File: config.mk
export PLATFORM = sky130hd
export DESIGN_NAME = vid_step_enable_sequencer
export DESIGN_NICKNAME = d
export VERILOG_FILES = /design/src/core/vss_pkg.sv /design/src/core/vid_step_enable_sequencer.sv
export SDC_FILE = /design/constraint.sdc
export NUM_CORES = 1
export LEC_CHECK = 0
export BUFFER_PORTS_ARGS = -buffer_cell sky130_fd_sc_hd__buf_2
export CAP_MARGIN = 20
export CORE_MARGIN = 4
export CORE_UTILIZATION = 55
export CTS_BUF_LIST = sky130_fd_sc_hd__clkbuf_4
export CTS_CLUSTER_DIAMETER = 80
export DETAILED_ROUTE_END_ITERATION = 6
export GPL_TIMING_DRIVEN = 0
export PLACE_DENSITY = 0.81
export REMOVE_ABC_BUFFERS = 1
export SLEW_MARGIN = 10
export SYNTH_ARGS = -nofsm -noshare
export SYNTH_HDL_FRONTEND = slang
export SYNTH_SLANG_ARGS = --single-unit
File: constraint.sdc
create_clock -name clk_i -period 7.9 [get_ports clk_i]
set_clock_uncertainty 0.2 [all_clocks]
set_input_delay 1.58 -clock clk_i [delete_from_list [all_inputs] [get_ports clk_i]]
set_output_delay 1.58 -clock clk_i [all_outputs]
set_load 0.005 [all_outputs]
File: src/core/vss_pkg.sv
// constants for the voltage-code step and enable sequencer
// assumes one 50 MHz clock and an APB master with 32-bit data
package vss_pkg;

  // ----------------------------------------------------------------
  // clock and timing
  // ----------------------------------------------------------------
  localparam int          CLK_MHZ        = 50;
  localparam logic [7:0]  SIXTH_LEN_RST  = 8'h10;  // clocks per sixth of a cycle
  localparam int          SAMPLES_PER_CYC = 6;
  localparam logic [1:0]  HALF_WAIT_STROBES = 2'h3; // three sixths = half cycle
  localparam logic [11:0] SS_DELAY_CYC   = 12'h040; // 64 switching cycles
  localparam logic [11:0] SS_COARSE_CYC  = 12'h280; // 640 cycles of 25mV steps
  localparam logic [4:0]  COARSE_PERIOD_M1 = 5'h1f; // 32 cycles per 25mV step
  localparam logic [3:0]  FINE_PERIOD_M1 = 4'hf;    // 16 cycles per 12.5mV step
  localparam logic [1:0]  NL_DELAY_CYC   = 2'h2;    // no-load shutdown delay

  // ----------------------------------------------------------------
  // voltage code decode, reference in 12.5mV units
  // ----------------------------------------------------------------
  localparam logic [5:0]  CODE_LOWEST    = 6'h14;   // code of the lowest level
  localparam logic [5:0]  IDX_OFF_GAP    = 6'h16;   // highest index taken by the off codes
  localparam logic [5:0]  IDX_GAP_WIDTH  = 6'h02;
  localparam logic [7:0]  REF_BASE_STEPS = 8'h43;   // 0.8375V in 12.5mV steps
  localparam logic [5:0]  NOLOAD_CODE_A  = 6'h3f;
  localparam logic [5:0]  NOLOAD_CODE_B  = 6'h3e;

  // ----------------------------------------------------------------
  // register map
  // ----------------------------------------------------------------
  localparam logic [11:0] CTRL_OFFSET    = 12'h000;
  localparam logic [11:0] STATUS_OFFSET  = 12'h004;
  localparam int          CTRL_LEN_LSB   = 0;
  localparam int          STAT_STATE_LSB = 0;
  localparam int          STAT_OVL_BIT   = 2;
  localparam int          STAT_OK_BIT    = 3;
  localparam int          STAT_NL_BIT    = 4;
  localparam int          STAT_REF_LSB   = 8;
  localparam int          STAT_TGT_LSB   = 16;

  typedef enum logic [1:0] {ST_OFF, ST_DELAY, ST_RAMP, ST_RUN} seq_state_t;

endpackage

File: src/core/vid_step_enable_sequencer.sv
// enable gathering, soft start and voltage-code tracking of the reference
// assumes all inputs synchronous to clk_i; analog comparators deliver levels
//
// The address map and the APB slave port were left to the implementer.
`timescale 1ns/1ps

// Function
// - sample code six times per cycle
// - half-cycle wait, then one 12.5mV step
// - sign reversal during wait cancels step
// - large difference: step at every sample
// - shutdown holds pwm outputs high-impedance
// - stay off until supply valid
// - stay off until threshold enable high
// - logic enable low means shutdown
// - no-load codes shut down, others start
// - two cycles before no-load shutdown
// - over-voltage latch ignores voltage codes
// - all enables true: start immediately
// - output ok after good soft start
// - decode six-bit code into levels
// - soft start: 64-cycle wait then ramp
// - 25mV steps first 640, then 12.5mV
module vid_step_enable_sequencer
  import vss_pkg::*;
(
  // clock and reset
  input  wire logic        clk_i,
  input  wire logic        rst_i,
  // apb slave
  input  wire logic        psel_i,
  input  wire logic        penable_i,
  input  wire logic        pwrite_i,
  input  wire logic [11:0] paddr_i,
  input  wire logic [31:0] pwdata_i,
  output logic      [31:0] prdata_o,
  output logic             pready_o,
  output logic             pslverr_o,
  // enable conditions and code
  input  wire logic        supply_valid_i,
  input  wire logic        threshold_enable_i,
  input  wire logic        logic_level_enable_i,
  input  wire logic [4:0]  voltage_code_in_i,
  input  wire logic        half_step_code_bit_i,
  // analog monitors
  input  wire logic        ov_trip_i,
  input  wire logic        output_in_window_i,
  // outputs
  output logic             pwm_oe_o,
  output logic             ovp_shutdown_level_o,
  output logic             output_ok_o,
  output logic             output_ok_oe_o,
  output logic [7:0]       ref_level_o,
  output logic             soft_start_o
);

  // ----------------------------------------------------------------
  // decode
  // ----------------------------------------------------------------
  function automatic logic [7:0] decode_level(input logic [5:0] code);
    logic [5:0] idx;
    idx = CODE_LOWEST - code;
    if (idx > IDX_OFF_GAP)
      idx = idx - IDX_GAP_WIDTH; // skip the two off codes
    decode_level = REF_BASE_STEPS + {2'h0, idx};
  endfunction

  logic [5:0] code_w;
  logic [7:0] target_w;
  logic       noload_w;
  logic       en_all_w;

  assign code_w   = {voltage_code_in_i, half_step_code_bit_i};
  assign target_w = decode_level(code_w);
  assign noload_w = (code_w == NOLOAD_CODE_A) || (code_w == NOLOAD_CODE_B);
  // comparator hysteresis lives in the analog front end
  assign en_all_w = supply_valid_i && threshold_enable_i && logic_level_enable_i;

  // ----------------------------------------------------------------
  // registers and apb
  // ----------------------------------------------------------------
  seq_state_t  state_r;
  logic [7:0]  sixth_len_r;
  logic [7:0]  ref_r;
  logic        ov_latched_r;
  logic        ok_r;
  logic        ovp_shut_r;
  logic [1:0]  nl_cnt_r;
  logic [31:0] prdata_r;
  logic [31:0] status_w;
  logic        ctrl_hit_w;
  logic        stat_hit_w;

  assign ctrl_hit_w = paddr_i == CTRL_OFFSET;
  assign stat_hit_w = paddr_i == STATUS_OFFSET;

  always_comb
  begin
    status_w = 32'h0;
    status_w[STAT_STATE_LSB +: 2] = state_r;
    status_w[STAT_OVL_BIT]        = ov_latched_r;
    status_w[STAT_OK_BIT]         = ok_r;
    status_w[STAT_NL_BIT]         = ovp_shut_r;
    status_w[STAT_REF_LSB +: 8]   = ref_r;
    status_w[STAT_TGT_LSB +: 8]   = target_w;
  end

  always_ff @(posedge clk_i)
  begin
    if (rst_i)
      sixth_len_r <= SIXTH_LEN_RST;
    else if (psel_i && penable_i && pwrite_i && ctrl_hit_w)
      sixth_len_r <= pwdata_i[CTRL_LEN_LSB +: 8];
  end

  // read data captured in the setup cycle, so zero wait states suffice
  always_ff @(posedge clk_i)
  begin
    if (rst_i)
      prdata_r <= 32'h0;
    else if (psel_i && !penable_i)
      prdata_r <= ctrl_hit_w ? {24'h0, sixth_len_r} : (stat_hit_w ? status_w : 32'h0);
  end

  assign prdata_o  = prdata_r;
  assign pready_o  = 1'b1;
  assign pslverr_o = psel_i && penable_i && !ctrl_hit_w && !stat_hit_w;

  // ----------------------------------------------------------------
  // cycle timing
  // ----------------------------------------------------------------
  logic [7:0] sub_r;
  logic [2:0] sixth_r;
  logic [7:0] len_m1_w;
  logic       strobe_w;
  logic       cyc_tick_w;

  // a length of zero behaves as one clock per sixth
  assign len_m1_w   = (sixth_len_r == 8'h0) ? 8'h0 : sixth_len_r - 8'h1;
  assign strobe_w   = sub_r >= len_m1_w;
  assign cyc_tick_w = strobe_w && (sixth_r == 3'h5);

  always_ff @(posedge clk_i)
  begin
    if (rst_i)
    begin
      sub_r   <= 8'h0;
      sixth_r <= 3'h0;
    end
    else if (strobe_w)
    begin
      sub_r   <= 8'h0;
      sixth_r <= (sixth_r == 3'h5) ? 3'h0 : sixth_r + 3'h1;
    end
    else
      sub_r <= sub_r + 8'h1;
  end

  // ----------------------------------------------------------------
  // protection latches
  // ----------------------------------------------------------------
  // only dropping an enable clears the latch; a new trip wins the same cycle
  always_ff @(posedge clk_i)
  begin
    if (rst_i)
      ov_latched_r <= 1'b0;
    else if (ov_trip_i)
      ov_latched_r <= 1'b1;
    else if (!en_all_w)
      ov_latched_r <= 1'b0;
  end

  always_ff @(posedge clk_i)
  begin
    if (rst_i)
      nl_cnt_r <= 2'h0;
    else if (!noload_w)
      nl_cnt_r <= 2'h0;
    else if (cyc_tick_w && nl_cnt_r != NL_DELAY_CYC)
      nl_cnt_r <= nl_cnt_r + 2'h1;
  end

  always_ff @(posedge clk_i)
  begin
    if (rst_i)
      ovp_shut_r <= 1'b0;
    else
      ovp_shut_r <= noload_w && (nl_cnt_r == NL_DELAY_CYC);
  end

  // ----------------------------------------------------------------
  // sequence state
  // ----------------------------------------------------------------
  logic [11:0] cyc_cnt_r;
  logic        start_ok_w;
  logic        stop_w;
  logic        ramp_done_w;

  assign start_ok_w  = en_all_w && !ov_latched_r && !noload_w;
  assign stop_w      = !en_all_w || ov_latched_r || (nl_cnt_r == NL_DELAY_CYC);
  assign ramp_done_w = ref_r >= target_w;

  always_ff @(posedge clk_i)
  begin
    if (rst_i)
      state_r <= ST_OFF;
    else
    begin
      case (state_r)
        ST_OFF:
          if (start_ok_w)
            state_r <= ST_DELAY;
        ST_DELAY:
          if (stop_w)
            state_r <= ST_OFF;
          else if (cyc_tick_w && cyc_cnt_r == SS_DELAY_CYC - 12'h1)
            state_r <= ST_RAMP;
        ST_RAMP:
          if (stop_w)
            state_r <= ST_OFF;
          else if (ramp_done_w)
            state_r <= ST_RUN;
        ST_RUN:
          if (stop_w)
            state_r <= ST_OFF;
        default:
          state_r <= ST_OFF;
      endcase
    end
  end

  // counts switching cycles within the delay and the ramp
  always_ff @(posedge clk_i)
  begin
    if (rst_i || state_r == ST_OFF || state_r == ST_RUN)
      cyc_cnt_r <= 12'h0;
    else if (state_r == ST_DELAY && cyc_tick_w && cyc_cnt_r == SS_DELAY_CYC - 12'h1)
      cyc_cnt_r <= 12'h0;
    else if (cyc_tick_w && cyc_cnt_r != 12'hfff)
      cyc_cnt_r <= cyc_cnt_r + 12'h1;
  end

  // ----------------------------------------------------------------
  // reference level
  // ----------------------------------------------------------------
  logic       pend_r;
  logic       pend_up_r;
  logic       fast_r;
  logic [1:0] wait_r;
  logic       ramp_step_w;
  logic [7:0] ramp_inc_w;
  logic [7:0] ramp_sum_w;
  logic       above_w;
  logic       below_w;
  logic       far_w;

  assign ramp_step_w = cyc_tick_w && ((cyc_cnt_r < SS_COARSE_CYC)
                       ? (cyc_cnt_r[4:0] == COARSE_PERIOD_M1)
                       : (cyc_cnt_r[3:0] == FINE_PERIOD_M1));
  assign ramp_inc_w  = (cyc_cnt_r < SS_COARSE_CYC) ? 8'h2 : 8'h1;
  assign ramp_sum_w  = ref_r + ramp_inc_w;
  assign above_w     = target_w > ref_r;
  assign below_w     = target_w < ref_r;
  assign far_w       = (target_w > ref_r + 8'h1) || (target_w + 8'h1 < ref_r);

  always_ff @(posedge clk_i)
  begin
    if (rst_i)
    begin
      ref_r     <= 8'h0;
      pend_r    <= 1'b0;
      pend_up_r <= 1'b0;
      fast_r    <= 1'b0;
      wait_r    <= 2'h0;
    end
    else
    begin
      case (state_r)
        ST_RAMP:
        begin
          if (ref_r > target_w)
            ref_r <= target_w;
          else if (ramp_step_w)
            ref_r <= (ramp_sum_w > target_w) ? target_w : ramp_sum_w;
        end
        ST_RUN:
        begin
          if (strobe_w)
          begin
            if (!above_w && !below_w)
            begin
              pend_r <= 1'b0;
              fast_r <= 1'b0;
            end
            else if (far_w || fast_r)
            begin
              // once far, keep stepping without the wait down to equality
              pend_r <= 1'b0;
              fast_r <= far_w;
              ref_r  <= above_w ? ref_r + 8'h1 : ref_r - 8'h1;
            end
            else if (!pend_r)
            begin
              pend_r    <= 1'b1;
              pend_up_r <= above_w;
              wait_r    <= 2'h0;
            end
            else if (pend_up_r != above_w)
              pend_r <= 1'b0;
            else if (wait_r == HALF_WAIT_STROBES - 2'h1)
            begin
              pend_r <= 1'b0;
              ref_r  <= above_w ? ref_r + 8'h1 : ref_r - 8'h1;
            end
            else
              wait_r <= wait_r + 2'h1;
          end
        end
        default:
        begin
          ref_r  <= 8'h0;
          pend_r <= 1'b0;
          fast_r <= 1'b0;
          wait_r <= 2'h0;
        end
      endcase
    end
  end

  // ----------------------------------------------------------------
  // outputs
  // ----------------------------------------------------------------
  always_ff @(posedge clk_i)
  begin
    if (rst_i)
      ok_r <= 1'b0;
    else
      ok_r <= (state_r == ST_RUN) && !stop_w && output_in_window_i;
  end

  assign pwm_oe_o             = state_r != ST_OFF;
  assign ovp_shutdown_level_o = ovp_shut_r;
  assign output_ok_o          = 1'b0;
  assign output_ok_oe_o       = !ok_r;
  assign ref_level_o          = ref_r;
  assign soft_start_o         = (state_r == ST_DELAY) || (state_r == ST_RAMP);

  // ----------------------------------------------------------------
  // checks
  // ----------------------------------------------------------------
  logic [2:0] strobe_seen_r;
  always_ff @(posedge clk_i)
  begin
    if (rst_i || cyc_tick_w)
      strobe_seen_r <= 3'h0;
    else if (strobe_w)
      strobe_seen_r <= strobe_seen_r + 3'h1;
  end
endmodule

==> out/metrics.yaml <==
die:
  rows: 36
  fp.dieW_um: 110
  start_util_pct: 57.4
  die_h_um: 110
  core_sq_mm: 0.00991
  die-area_sq_mm: 0.0120
  io_pins: 107
synthesis:
  async_flop_share_pct: 0
  synth_area_leaders: "dfxtp_1 (26%), ha_1 (13%), nor2_1 (5.5%)"
  synth-edff-count: 0
  ys_warn_count: 0
  ys_seq_area_share_pct: 26.4
  netlist-cell-type-count: 70
  ys.flop_type: "dfxtp_1"
  syn_avg_cell_area_sq_um: 8.05
  synth_area_sq_mm: 0.00569
  synth_top_area_cell: "dfxtp_1"
  syn_inst: 706
  synth_top_area_share_pct: 26.4
  ys_ff_latch: 75
grt:
  grt_pass1_vias: 4908
  grt_max_degree: 52
  grt_pass1_wl_um: 22900
  antenna_found_initial: 0
  grt_overflow: 0
  grtUsageTotal_pct: 23.5
clock_tree:
  cts_tree: "done"
  cts-htree-levels: 3
  clk_path_buf_depth: 2
  ctsResizeCount: 0
  clkSlewWorstSetupHoldPaths_ns: 0.12
  post_cts_buffers: 0
  hold_buffers: 0
  clock_latency_ns: 0.41
  cts.sinks: 75
  cts_buffers: 9
  cts_root_buf: "clkbuf_4"
critical_path:
  critPathMaxFanout: 10
  cp_slowest_cell: "nor3_1"
  arrival_ns: 7.40
  path_cells: "buf_2, inv_1, ha_1, xnor2_1, ha_1, a221oi_2, o221ai_1, nor3_1, inv_1, ha_1, and4_1, and4_1, a31oi_1, o22ai_1, o21ai_0, mux2i_1, o21a_1, mux2_2, a22oi_1, a211oi_1"
  slowest_delay_ns: 0.71
  crit_path_start_kind: "input pin"
  crit_required_ns: 7.96
  path_buf_inv: 3
  end_kind: "flop"
  crit_family: "compound AO/OA/AOI/OAI gates"
  worstSetupPathType: "input pin to flop"
  worst_path_most_repeated_cell: "ha_1"
sta:
  post-route-period-util_pct: 92.9
  drv_slew: 0
  rsz0062_at_grt: "no"
  whs_ns: 0.259
  max_slew_margin_pct: 36.7
  finalSetupViolCount: 0
  fin_setup_tns_ns: 0
  finalHoldViolCount: 0
  worst_pin_slew_ns: 0.950
  fmax_mhz: 136
  period_needed_ns: 7.34
power_and_ir_drop:
  p_int_uw: 565
  seqPwrFrac_pct: 46.2
  power_leakage_uw: 0.00268
  p_sw_uw: 265
  power.total_uw: 831
  p_sw_share_pct: 31.9
  max-vdd-ir-drop_mv: 0.0609
  pwr-share-comb_pct: 27.3
  p_per_area_mw_per_mm2: 135
  power.share.clock_pct: 26.5
place:
  routabilityCongestion: 0.948
  portBuffers: 72
  dp_hpwl_um: 10800
detailed_routing:
  drt-wirelength-per-cell_um: 15.2
  drt_first_pass_iters: 5
  vias_per_cell: 5.82
  drtIter0Drc: 354
  wirelength_um: 13600
  vias: 5207
  postRouteAntennaNets: 0
  drc: 0
cells_and_area:
  syn_to_final_growth_pct: 8.40
  n_antenna_cell: 0
  nFillCells: 883
  layout-drive-gt1-share_pct: 15.0
  layout_common_cells: "nor2_1 (83), dfxtp_1 (75), buf_2 (73)"
  final_common_cell: "nor2_1"
  nNetsFinal: 876
hold_path:
  hp-class: "flop to flop"
outcome:
  status: "finished clean"
job:
  cap_viol_max_count: 0
==> final timing paths <==
kind              slack [ns]  cells past startpoint                   startpoint                     endpoint
hold / removal          0.26                      2     prdata_o[4]$_SDFFE_PP0P_     prdata_o[4]$_SDFFE_PP0P_
setup / recovery        0.56                     20         half_step_code_bit_i  ref_level_o[4]$_SDFFE_PP0P_
setup reg to reg        3.04                     17  sixth_len_r[0]$_SDFFE_PP0P_  ref_level_o[6]$_SDFFE_PP0P_
hold reg to reg         0.26                      2     prdata_o[4]$_SDFFE_PP0P_     prdata_o[4]$_SDFFE_PP0P_
==> through the flow <==
stage               setup slack, ns  area [sq um]  std cells  utilization, %
floorplan                      1.68          5510        674               -
detailed placement            0.323          6040        880            60.9
global route                  0.312          6160        895            62.2
CTS                           0.726          6160        895            62.2
finish                        0.559          6160        895            62.2
global placement              0.420          6030        879            60.9
==> kinds of logic (layout without fill, tap and decap cells) <==
| group | count (synthesis) | in the layout | synth area share [%] |
|---|---|---|---|
| AOI/OAI and AO/OA | 153 | 153 | 18.7 |
| adders and majority gates | 58 | 58 | 12.9 |
| xor gates and xnor gates | 52 | 52 | 8.38 |
| other | 2 | 10 | 0.132 |
| and+or+nand+nor | 255 | 255 | 21.6 |
| muxes | 29 | 29 | 5.48 |
| buffers and inverters | 82 | 130 | 6.45 |
| DFF | 75 | 75 | 26.4 |
==> area by class of cell <==
cell class	count	area (sq um)	area share, %
Inverter	42	158	2.56
Clock buffer	9	67.6	1.10
Timing Repair Buffer	73	365	5.93
Clock inverter	6	57.6	0.934
Tap cell	133	166	2.70
Multi-Input combinational cell	557	3850	62.4
Sequential cell	75	1500	24.4
==> registers in the layout, indices dropped and copies added (netlist names) <==
register              cells
ref_level_o               8
ovp_shutdown_level_o      1
prdata_o                 24
fast_r                    1
wait_r                    2
nl_cnt_r                  2
state_r                   2
pend_r                    1
sixth_len_r               8
cyc_cnt_r                12
sixth_r                   3
sub_r                     8
pend_up_r                 1
ok_r                      1
ov_latched_r              1
==> routing by layer <==
layer	up-vias	wire [um]	global-route usage, %
met2	180	6340	39.2
li1	2586	-	-
met5	-	0	0
met3	22	952	4.40
met1	2419	6120	31.3
met4	0	221	5.97
==> worst register-to-register path, cell delays in order, from the launching register on <==
cell      delay, ns
dfxtp_1        0.35
inv_1          0.11
ha_1           0.19
nand2_1        0.08
or3_1          0.36
or3_1          0.42
and2_1         0.20
ha_1           0.25
nand2b_1       0.13
a21o_1         0.17
a21oi_1        0.13
o21ai_0        0.10
a21oi_1        0.70
or2_2          0.27
o21ai_0        0.09
o21a_1         0.35
and2_1         0.33
a311oi_1       0.32
==> Yosys cell counts, types with 8 or more instances <==
library cell and count:
nand4_1 10, nor2_1 83, ha_1 57, a211oi_1 8, o21a_1 10, mux2i_1 18, a21oi_1 39, and2_1 10
xnor2_1 33, xor2_1 17, nand3_1 27, a22oi_1 24, buf_4 13, nand2_1 59, a21o_1 11, inv_1 40
nor4_1 11, o21ai_0 18, clkbuf_1 23, dfxtp_1 75, nor3_1 13
==> power groups by stage <==
stage | combinational (uW) | clock, uW | sequential (uW)
6_report | 227 | 220 | 384
5_1_grt | 253 | 244 | 385
4_1_cts | 224 | 225 | 384
3_5_place_dp | 223 | 0 | 392
3_3_place_gp | 213 | 0 | 392
2_1_floorplan | 162 | 0 | 391
Note: power is estimated with default switching activity, not from simulation.
